**src/irq_pkg.sv**
```systemverilog
// constants, field layouts and state types of the maskable interrupt request logic
package irq_pkg;

    // ==========================================================
    // sources
    localparam int NSRC = 3;
    localparam int NEXT = 2;
    localparam logic [1:0] SRC_TIMER_A = 2'h0;
    localparam logic [1:0] SRC_EXT0 = 2'h1;
    localparam logic [1:0] SRC_EXT1 = 2'h2;

    // ==========================================================
    // register indices, byte address is four times the index
    localparam logic [7:0] IDX_INFO = 8'h00;
    localparam logic [7:0] IDX_TIMER_A_CTRL = 8'h56;
    localparam logic [7:0] IDX_EXT0_CTRL = 8'h5D;
    localparam logic [7:0] IDX_EXT1_CTRL = 8'h5E;
    localparam logic [7:0] IDX_SP = 8'h60;
    localparam logic [7:0] IDX_FILT_DIV = 8'h61;

    // ==========================================================
    // reset values
    localparam logic [7:0] CTRL_RST = 8'h00;
    localparam logic [15:0] SP_RST = 16'h0000;
    localparam logic [7:0] FILT_DIV_RST = 8'h00;
    localparam logic [NEXT-1:0] PIN_IDLE = 2'h3;

    // ==========================================================
    // digital filter: samples a level must persist for
    localparam int FILT_SAMPLES = 3;
    localparam logic [FILT_SAMPLES-1:0] FILT_SMP_RST = 3'h7;

    // ==========================================================
    // types
    typedef struct packed {
        logic [1:0] rsv;      // bits 7:6, read zero
        logic filt_en;        // bit 5, external inputs only
        logic polarity;       // bit 4, 1 rising, 0 falling
        logic req;            // bit 3, request_pending_flag
        logic [2:0] level;    // bits 2:0, 0 masks the source
    } ctrl_t;

    typedef struct packed {
        logic vld;
        logic [1:0] number;
        logic [2:0] level;
    } ack_info_t;

    typedef struct packed {
        logic [FILT_SAMPLES-1:0] smp;
        logic lvl;
    } filt_state_t;

    typedef struct packed {
        ctrl_t [NSRC-1:0] ctrl;
        logic [15:0] sp;
        logic sp_loaded;
        logic [7:0] div;
        logic [7:0] divcnt;
        logic [NEXT-1:0] sync1;
        logic [NEXT-1:0] sync2;
        logic [NEXT-1:0] lvl_prev;
        logic rdy;
        logic [31:0] prdata;
        logic slverr;
        ack_info_t info_pick;
        logic irq_req;
        ack_info_t irq_cur;
        logic ack_valid;
        ack_info_t ack_info;
    } top_state_t;

endpackage

```
**src/irq_pin_filter.sv**
```systemverilog
// digital filter of one external interrupt input
module irq_pin_filter
    import irq_pkg::*;
(
    // clock and reset
    input wire logic core_clk,
    input wire logic rst,
    // sampling control
    input wire logic sample_en,
    input wire logic filt_en,
    // synchronised pin and filtered level
    input wire logic pin_sync,
    output logic level
);

    filt_state_t s_q;
    filt_state_t s_d;

    // ==========================================================
    // sampling and level decision
    always_comb begin
        s_d = s_q;
        if (sample_en) begin
            s_d.smp = {s_q.smp[FILT_SAMPLES-2:0], pin_sync};
        end
        // RL10 three equal samples
        if (!filt_en) begin
            s_d.lvl = pin_sync;
        end else if (s_q.smp == '1) begin
            s_d.lvl = 1'b1;
        end else if (s_q.smp == '0) begin
            s_d.lvl = 1'b0;
        end
    end

    // state register
    always_ff @(posedge core_clk or posedge rst) begin
        if (rst) begin
            s_q.smp <= FILT_SMP_RST;
            s_q.lvl <= 1'b1;
        end else begin
            s_q <= s_d;
        end
    end

    assign level = s_q.lvl;

    // ==========================================================
    // checks
    a_filt_three_samples: assert property ( // RL10
        @(posedge core_clk) disable iff (rst)
        ($past(filt_en) && (s_q.lvl != $past(s_q.lvl)))
            |-> ($past(s_q.smp) == {FILT_SAMPLES{s_q.lvl}}))
        else $error("filtered level changed without three equal samples");

endmodule

```
**src/irq_priority_pick.sv**
```systemverilog
// picks the highest-priority enabled pending source
module irq_priority_pick
    import irq_pkg::*;
(
    // control registers
    input wire ctrl_t [NSRC-1:0] ctrl,
    // winner
    output ack_info_t pick
);

    // higher level wins, a tie goes to the lower source number
    always_comb begin
        pick = '0;
        for (int i = 0; i < NSRC; i++) begin
            if (ctrl[i].req && (ctrl[i].level != 3'h0) &&
                (!pick.vld || (ctrl[i].level > pick.level))) begin
                pick.vld = 1'b1;
                pick.number = 2'(i);
                pick.level = ctrl[i].level;
            end
        end
    end

endmodule

```
**src/maskable_interrupt_request_logic.sv**
```systemverilog
// maskable interrupt request flags, acknowledge path, info read and pin filters
//
// Rules of the document for this block
// RL1 - acknowledge returns number and level, clears the acknowledged request flag
// RL2 - a read of the info address clears the top enabled request flag
// RL3 - software must not read the info address
// RL4 - stack pointer resets to zero; load it before any acknowledge
// RL5 - changing polarity or filter of a source may set its flag
// RL6 - change a control register only while its source cannot request
// RL7 - change non-flag bits with and, or, bit set or bit clear
// RL8 - clear a request flag with a plain full register write
// RL9 - delay re-enabling interrupts until the control write completes
// RL10 - filtered input level recognised only after three equal samples
// RL11 - flag set on event, held until acknowledge, info read or zero write
//
// The APB interface to the registers was left to the implementer.
module maskable_interrupt_request_logic
    import irq_pkg::*;
(
    // clock and reset
    input wire logic core_clk,
    input wire logic rst,
    // apb slave
    input wire logic [11:0] paddr,
    input wire logic psel,
    input wire logic penable,
    input wire logic pwrite,
    input wire logic [31:0] pwdata,
    output logic [31:0] prdata,
    output logic pready,
    output logic pslverr,
    // interrupt sources
    input wire logic timer_a_event,
    input wire logic [NEXT-1:0] external_irq_input,
    // cpu side
    input wire logic ack_req,
    output logic irq_req,
    output ack_info_t irq_pending,
    output logic ack_valid,
    output ack_info_t ack_info,
    output logic [15:0] stack_pointer
);

    top_state_t s_q;
    top_state_t s_d;
    ack_info_t pick;
    logic [NEXT-1:0] filt_lvl;
    logic sample_en;
    logic [NSRC-1:0] set_v;
    logic [NSRC-1:0] clr_v;
    logic [NSRC-1:0] chg_v;
    logic info_commit;
    logic [1:0] pick_num;
    logic [1:0] info_num;

    // ==========================================================
    // priority pick over the current flags
    irq_priority_pick u_pick (
        .ctrl(s_q.ctrl),
        .pick(pick)
    );

    assign pick_num = pick.number;
    assign info_num = s_q.info_pick.number;

    // ==========================================================
    // filter sampling clock and per-pin filters
    assign sample_en = (s_q.divcnt >= s_q.div);

    generate
        for (genvar g = 0; g < NEXT; g++) begin : g_filt
            irq_pin_filter u_filt (
                .core_clk(core_clk),
                .rst(rst),
                .sample_en(sample_en),
                .filt_en(s_q.ctrl[int'(SRC_EXT0) + g].filt_en),
                .pin_sync(s_q.sync2[g]),
                .level(filt_lvl[g])
            );
        end
    endgenerate

    // commit edge of a read of the info address
    assign info_commit = psel && penable && s_q.rdy && !pwrite &&
                         (paddr[11:2] == {2'b00, IDX_INFO});

    // ==========================================================
    // next-state logic
    always_comb begin
        logic hit;
        logic is_ctrl;
        logic [1:0] k;
        logic [31:0] rd;
        ctrl_t w;
        hit = 1'b1;
        is_ctrl = 1'b0;
        k = SRC_TIMER_A;
        rd = 32'h0000_0000;
        w = '0;
        s_d = s_q;
        set_v = '0;
        clr_v = '0;
        chg_v = '0;
        s_d.ack_valid = 1'b0;

        // two-flop synchronisers and edge history
        s_d.sync1 = external_irq_input;
        s_d.sync2 = s_q.sync1;
        s_d.lvl_prev = filt_lvl;
        s_d.divcnt = sample_en ? 8'h00 : s_q.divcnt + 8'h01;

        // RL11 source events
        set_v[SRC_TIMER_A] = timer_a_event;
        for (int i = 0; i < NEXT; i++) begin
            if (s_q.ctrl[int'(SRC_EXT0) + i].polarity) begin
                set_v[int'(SRC_EXT0) + i] = filt_lvl[i] && !s_q.lvl_prev[i];
            end else begin
                set_v[int'(SRC_EXT0) + i] = !filt_lvl[i] && s_q.lvl_prev[i];
            end
        end

        // register decode
        case (paddr[9:2])
            IDX_INFO: begin
                rd = {26'h0, pick};
            end
            IDX_TIMER_A_CTRL: begin
                is_ctrl = 1'b1;
                k = SRC_TIMER_A;
            end
            IDX_EXT0_CTRL: begin
                is_ctrl = 1'b1;
                k = SRC_EXT0;
            end
            IDX_EXT1_CTRL: begin
                is_ctrl = 1'b1;
                k = SRC_EXT1;
            end
            IDX_SP: begin
                rd = {16'h0, s_q.sp};
            end
            IDX_FILT_DIV: begin
                rd = {24'h0, s_q.div};
            end
            default: begin
                hit = 1'b0;
            end
        endcase
        if (paddr[11:10] != 2'b00) begin
            hit = 1'b0;
        end
        if (is_ctrl) begin
            rd = {24'h0, s_q.ctrl[k]};
        end

        // apb: one wait state, effects at the edge that sees pready
        if (!(psel && penable)) begin
            s_d.rdy = 1'b0;
        end else if (!s_q.rdy) begin
            s_d.rdy = 1'b1;
            s_d.slverr = !hit;
            s_d.prdata = (hit && !pwrite) ? rd : 32'h0000_0000;
            s_d.info_pick = pick;
        end else begin
            s_d.rdy = 1'b0;
            if (pwrite && hit && is_ctrl) begin
                w = ctrl_t'(pwdata[7:0]);
                w.rsv = 2'b00;
                w.req = s_q.ctrl[k].req;
                if (k == SRC_TIMER_A) begin
                    w.polarity = 1'b0;
                    w.filt_en = 1'b0;
                end
                s_d.ctrl[k] = w;
                // RL8 written zero clears the flag
                if (!pwdata[3]) begin
                    clr_v[k] = 1'b1;
                end
                // RL5 changing the polarity or filter of a source raises its flag
                if ((w.polarity != s_q.ctrl[k].polarity) ||
                    (w.filt_en != s_q.ctrl[k].filt_en)) begin
                    chg_v[k] = 1'b1;
                end
            end else if (pwrite && hit && (paddr[9:2] == IDX_SP)) begin
                s_d.sp = pwdata[15:0];
                s_d.sp_loaded = 1'b1;
            end else if (pwrite && hit && (paddr[9:2] == IDX_FILT_DIV)) begin
                s_d.div = pwdata[7:0];
            end else if (info_commit && s_q.info_pick.vld) begin
                // RL2 info read clears the top flag, hence RL3
                clr_v[s_q.info_pick.number] = 1'b1;
            end
        end

        // RL1 acknowledge answer and flag clear
        if (ack_req) begin
            s_d.ack_valid = 1'b1;
            s_d.ack_info = pick;
            if (pick.vld) begin
                clr_v[pick.number] = 1'b1;
            end
        end

        // RL11 clear first, a same-cycle event wins
        for (int i = 0; i < NSRC; i++) begin
            if (clr_v[i]) begin
                s_d.ctrl[i].req = 1'b0;
            end
            if (set_v[i] || chg_v[i]) begin
                s_d.ctrl[i].req = 1'b1;
            end
        end

        // RL4 no request before the stack pointer is loaded
        s_d.irq_req = pick.vld && s_q.sp_loaded;
        s_d.irq_cur = pick;
    end

    // ==========================================================
    // state register
    always_ff @(posedge core_clk or posedge rst) begin
        if (rst) begin
            s_q <= '0;
            s_q.ctrl <= {NSRC{CTRL_RST}};
            s_q.sp <= SP_RST;
            s_q.div <= FILT_DIV_RST;
            s_q.sync1 <= PIN_IDLE;
            s_q.sync2 <= PIN_IDLE;
            s_q.lvl_prev <= PIN_IDLE;
        end else begin
            s_q <= s_d;
        end
    end

    // outputs straight from the state register
    assign prdata = s_q.prdata;
    assign pready = s_q.rdy;
    assign pslverr = s_q.slverr;
    assign irq_req = s_q.irq_req;
    assign irq_pending = s_q.irq_cur;
    assign ack_valid = s_q.ack_valid;
    assign ack_info = s_q.ack_info;
    assign stack_pointer = s_q.sp;

    // ==========================================================
    // checks
    a_ack_answer_info: assert property ( // RL1
        @(posedge core_clk) disable iff (rst)
        ack_req |=> (ack_valid && (ack_info == $past(pick))))
        else $error("acknowledge answer missing or wrong");

    a_ack_clears_flag: assert property ( // RL1
        @(posedge core_clk) disable iff (rst)
        (ack_req && pick.vld && !set_v[pick_num] && !chg_v[pick_num])
            |=> !s_q.ctrl[$past(pick_num)].req)
        else $error("acknowledged flag not cleared");

    a_info_read_clears: assert property ( // RL2
        @(posedge core_clk) disable iff (rst)
        (info_commit && s_q.info_pick.vld && !set_v[info_num] && !chg_v[info_num])
            |=> !s_q.ctrl[$past(info_num)].req)
        else $error("info read did not clear the top flag");

    a_sp_gates_request: assert property ( // RL4
        @(posedge core_clk) disable iff (rst)
        !s_q.sp_loaded |=> !irq_req)
        else $error("request raised before stack pointer load");

    a_sp_reset_zero: assert property ( // RL4
        @(posedge core_clk) disable iff (rst)
        !s_q.sp_loaded |-> (stack_pointer == SP_RST))
        else $error("stack pointer not zero before load");

    a_ack_no_winner: assert property ( // RL1
        @(posedge core_clk) disable iff (rst)
        (ack_req && !pick.vld) |=> !ack_info.vld)
        else $error("acknowledge without a winner reported one");

    a_apb_one_wait: assert property (
        @(posedge core_clk) disable iff (rst)
        $rose(psel && penable) |=> pready)
        else $error("apb answer not after one wait state");

    a_pready_single: assert property (
        @(posedge core_clk) disable iff (rst)
        pready |=> !pready)
        else $error("pready held longer than one cycle");

    generate
        for (genvar i = 0; i < NSRC; i++) begin : g_chk
            a_src_change_sets: assert property ( // RL5
                @(posedge core_clk) disable iff (rst)
                chg_v[i] |=> s_q.ctrl[i].req)
                else $error("source change did not set the flag");

            a_flag_set_event: assert property ( // RL11
                @(posedge core_clk) disable iff (rst)
                set_v[i] |=> s_q.ctrl[i].req)
                else $error("event did not set the flag");

            a_flag_hold_clear: assert property ( // RL11
                @(posedge core_clk) disable iff (rst)
                (s_q.ctrl[i].req && !clr_v[i]) |=> s_q.ctrl[i].req)
                else $error("flag dropped without a clear");

            a_flag_rise_cause: assert property ( // RL11
                @(posedge core_clk) disable iff (rst)
                $rose(s_q.ctrl[i].req) |-> $past(set_v[i] || chg_v[i]))
                else $error("flag set without an event or source change");
        end
    endgenerate

endmodule

```
**config.mk**
```make
export PLATFORM = sky130hd
export DESIGN_NAME = maskable_interrupt_request_logic
export DESIGN_NICKNAME = d
export VERILOG_FILES = /design/src/irq_pkg.sv /design/src/irq_pin_filter.sv /design/src/irq_priority_pick.sv /design/src/maskable_interrupt_request_logic.sv
export SDC_FILE = /design/constraint.sdc
export NUM_CORES = 1
export LEC_CHECK = 0
export BUFFER_PORTS_ARGS = -buffer_cell sky130_fd_sc_hd__buf_4
export CAP_MARGIN = 20
export CORE_ASPECT_RATIO = 0.5
export CORE_MARGIN = 4
export CORE_UTILIZATION = 55
export DETAILED_ROUTE_END_ITERATION = 16
export MAX_ROUTING_LAYER = met4
export PLACE_DENSITY = 0.91
export SKIP_CTS_REPAIR_TIMING = 1
export SKIP_LAST_GASP = 1
export SYNTH_ARGS = -nofsm -noshare
export SYNTH_HDL_FRONTEND = slang
export SYNTH_HIERARCHICAL = 1
export SYNTH_SLANG_ARGS = --single-unit
```
**constraint.sdc**
```tcl
create_clock -name core_clk -period 4.7 [get_ports core_clk]
set_clock_uncertainty 0.1 [all_clocks]
set_input_delay 0.94 -clock core_clk [delete_from_list [all_inputs] [get_ports core_clk]]
set_output_delay 0.94 -clock core_clk [all_outputs]
set_load 0.05 [all_outputs]
```
* Word level (Yosys, flattened, before mapping)
Index checks and enable logic that the tools add are counted.
Storage, ports and cells: bits of input ports 53, register bits 122, word-level logic and storage cells 191, output and inout port bits 64
Operators by class: equal/unequal tests 11, order comparisons 9, reductions and logical operators 64, bitwise operators 4, multiplexer cells 63, add/sub/neg operators 1
Operators by type and width (count):
- $mux 45 | 2
- $mux 32 | 2
- $pmux 16 s3 | 1
- $eq 8x7->1 const B | 5
- $mux 8 | 5
- $mux 3 | 13
- $reduce_bool 3->1 | 12
- $mux 25 | 1
- $bwmux 24 | 1
- $logic_and 1x1->1 | 23
- $mux 1 | 22
- $mux 20 | 1
- $mux 6 | 3
- $mux 17 | 1
- $bmux 8 s2 | 1
- $demux 8 s2 | 1
- $reduce_and 3->1 | 4
- $logic_not 10->1 | 1
- $lt 2x3->1 const B | 3
- $add 8x1->8 const B | 1
- $ge 8x8->1 | 1
- $logic_not 1->1 | 8
- $logic_not 8->1 | 1
- $mux 2 | 4
- other kinds (19) | 35

* Logic depth before layout (Yosys ltp)
depth after elaboration 20, depth in mapped cells 16, mapped depth without buffers 16

* Modules after synthesis
Netlist, hierarchy kept.
By module, submodules not included:
- maskable_interrupt_request_logic | times used 1, cells each 436, area each 4810.9 um^2, seq. area each 2309.7 um^2
- irq_priority_pick | times used 1, cells each 44, area each 357.8 um^2, seq. area each 0.0 um^2
- irq_pin_filter | times used 2, cells each 14, area each 173.9 um^2, seq. area each 105.1 um^2

* Least setup slack after synthesis
OpenSTA, ideal clock, no wires.
path kind flip-flop to flip-flop, from register, netlist name s_q[96], to register, netlist name s_q[104], data arrival time 3.388 ns, library setup time 0.120 ns, cell stages (with the launch flop) 17, period minus slack after synthesis 3.608 ns, path buffers 0, slack 1.092 ns, required time 4.480 ns, cell sequence dfrtp_1 > and2_2 > ha_1 > nand3_1 > o21ai_0 > o311ai_0 > a22o_1 > ha_1 > nor2b_1 > o21ai_0 > a32oi_1 > o21bai_4 > nor3b_1 > nand2b_1 > o21ai_0 > o31ai_1 > a31o_1

==> impl_metrics.json <==
{
  "status": "complete, no violations",
  "ys_ff_latch": 100,
  "cp-start-kind": "flop",
  "die_h_um": 78.8,
  "crit_slowest_cell": "dfrtp_1",
  "vias_per_cell": 6.02,
  "timing.slew.headroom": 0.413,
  "root_buffer": "clkbuf_16",
  "synth_cell_types": 68,
  "grt_usage": 0.238,
  "dr.pass1.iters": 7,
  "overflow": 0,
  "synth_edf_count": 0,
  "grt_max_degree": 50,
  "dp.final_hpwl_mm": 9.41,
  "syn-instance-count": 508,
  "io_pins": 117,
  "vias": 4127,
  "power.total_uw": 1800,
  "antenna_found_initial": 0,
  "cp.depth": 17,
  "max_stage_delay_ns": 0.48,
  "ys_warn_count": 6,
  "fill_cells": 704,
  "cp_data_arrival_time_ns": 4.37,
  "yosys.area.top_type": "dfrtp_1",
  "worst-path-buf-inv": 1,
  "clockBufferDepth": 2,
  "power.density_mw_per_mm2": 290,
  "htree_levels": 3,
  "initial_utilization": 0.574,
  "drt_iter0_drc": 435,
  "drc": 0,
  "path_clk_slew_ns": 0.06,
  "synth_top_cell_area_share": 0.390,
  "drive_gt1_frac": 0.310,
  "synth_ff_type": "dfrtp_1",
  "grt_pass1_vias": 4132,
  "cp_top_family": "compound AO/OA/AOI/OAI gates",
  "grt_pass1_wl_mm": 21.2,
  "setup_tns_ns": 0,
  "max_cap_viol_count": 0,
  "async_reset_ff_frac": 1.00,
  "cts_tree": "built",
  "fp.coreArea_sq_mm": 0.00960,
  "clock-sinks": 100,
  "cts_inserted_buffers": 9,
  "period_minus_slack_ns": 4.23,
  "die_w_um": 150,
  "rsz0062_at_grt": "false",
  "io_buffers": 82,
  "finalSetupViolations": 0,
  "route.detailed.wl_per_inst_um": 18.9,
  "synth_seq_area_share": 0.457,
  "critPathRequiredTime_ns": 4.84,
  "hold_class": "reg2reg",
  "maxSlewViolCount": 0,
  "power_leakage_uw": 0.00299,
  "syn2layout_area_growth_pct": 12.2,
  "finalWirelength_mm": 13.0,
  "num-nets-final": 614,
  "worst_pin_slew_ns": 0.876,
  "fp-row-count": 25,
  "min_period_over_period": 0.900,
  "ys_top_cells_by_area": "dfrtp_1 (39%), buf_4 (8.3%), dfstp_2 (6.7%)",
  "drtAntennaViolNets": 0,
  "endpoint_kind": "flop",
  "ir_drop_uv": 184,
  "gp_congestion": 0.943,
  "crit_top_cell": "o21ai_0",
  "holdPathStages": 0,
  "critPathMaxFanout": 9,
  "reg2reg_depth": 17,
  "fmax_ghz": 0.236,
  "worst-setup-path-type": "reg2reg",
  "dieArea_sq_mm": 0.0118,
  "antenna_cells": 0,
  "path_cells": "and2_2 -> ha_1 -> nand3_1 -> o21ai_0 -> o311ai_0 -> a22o_1 -> ha_1 -> nor2b_1 -> o21ai_0 -> a32oi_1 -> o21bai_4 -> nor3b_1 -> buf_4 -> nand2b_1 -> o21ai_0 -> o31ai_1 -> a31o_1",
  "syn_avg_cell_area_sq_um": 10.9,
  "timing.final.hold_violations": 0,
  "clk_latency_ns": 0.35,
  "netlist_area_sq_mm": 0.00552
}
[worst paths after layout]
check                                    startpoint                                   to  slack, ns
max in group asynchronous                       rst         stack_pointer[8]$_DFFE_PP0P_       2.77
worst max-delay path            s_q[96]$_DFFE_PP0P_                 s_q[104]$_DFFE_PP0P_       0.47
worst min register to register    s_d[57]$_DFF_PP1_                    s_q[57]$_DFF_PP1_       0.26
min in group asynchronous                       rst  g_filt[0].u_filt/s_q[1]$_DFFE_PP1P_       0.59
worst min-delay path              s_d[57]$_DFF_PP1_                    s_q[57]$_DFF_PP1_       0.26
worst max register to register  s_q[96]$_DFFE_PP0P_                 s_q[104]$_DFFE_PP0P_       0.47
[cell usage in the layout, fill, tap and decap left out, drive strengths merged, types with 4 or more instances in the layout]
| cell | count |
|---|---|
| a222oi | 8 |
| mux2 | 42 |
| a211o | 4 |
| inv | 25 |
| buf | 86 |
| dfstp | 14 |
| nor2b | 6 |
| nor2 | 14 |
| nor4 | 5 |
| and2 | 6 |
| a22o | 17 |
| nand3 | 12 |
| nor3 | 10 |
| clkbuf | 10 |
| o211ai | 5 |
| o31ai | 4 |
| xor2 | 6 |
| o22ai | 5 |
| conb | 16 |
| nand2 | 33 |
| a21oi | 21 |
| nand2b | 17 |
| dfrtp | 86 |
| o21ai | 31 |
| o311ai | 6 |
| ha | 15 |
[final cells by class]
type                       instances  area, sq um  share of cell area
sequential                       100         2520               0.407
multi-input combinational        323         2440               0.394
timing repair buffer              86          646               0.104
clock buffer                      10          229              0.0370
tap                              135          169              0.0273
inverter                          26         98.8              0.0160
clock inverter                     6         87.6              0.0142
[power breakdown]
group	switching (uW)	internal (uW)	total, uW
clock network	322	467	788
registers	3.54	869	873
logic	98.0	38.1	136
[layer usage]
| layer | track usage | routed length (um) |
|---|---|---|
| met5 | - | 0 |
| met4 | 0.0959 | 365 |
| met3 | 0.0827 | 1410 |
| met2 | 0.372 | 6040 |
| met1 | 0.285 | 5150 |
[flip-flops by register name (all words and copies together), names as in the netlist]
register             flops
ack_info                 6
ack_valid                1
g_filt.u_filt/level      2
g_filt.u_filt/s_q        6
info_num                 2
irq_pending              6
irq_req                  1
prdata                  16
pready                   1
pslverr                  1
s_d                      2
s_q                     40
stack_pointer           16
[synth_stat cells, drive strengths merged (5+ instances only)]
cell type and instances:
dfrtp 86, buf 68, mux2 42, nand2 33
o21ai 31, inv 25, a21oi 21, a22o 17
nand2b 17, ha 15, dfstp 14, nor2 14
nand3 12, nor3 10, a222oi 8, and2 6
clkbuf 6, nor2b 6, o311ai 6, xor2 6
nor4 5, o211ai 5, o22ai 5
[through the flow]
stage	util	cell area, sq um	worst slack [ns]	cells	hold WS (ns)
floorplan	-	5570	1.09	523	0.245
global placement	0.611	5870	0.787	670	0.246
detailed placement	0.611	5870	0.588	670	0.247
CTS	0.644	6190	0.517	686	0.256
global route	0.644	6190	0.129	686	0.266
finish	0.644	6190	0.471	686	0.256
[kinds of logic after synthesis]
group	Yosys count	share of synthesized area
simple gates	122	0.132
compound gates	117	0.153
flops	100	0.457
buf+inv	100	0.112
mux	45	0.0993
fa+ha+maj	15	0.0340
xor+xnor	8	0.0127
other cells	1	0.000680
(Power assumes the default switching activity.)
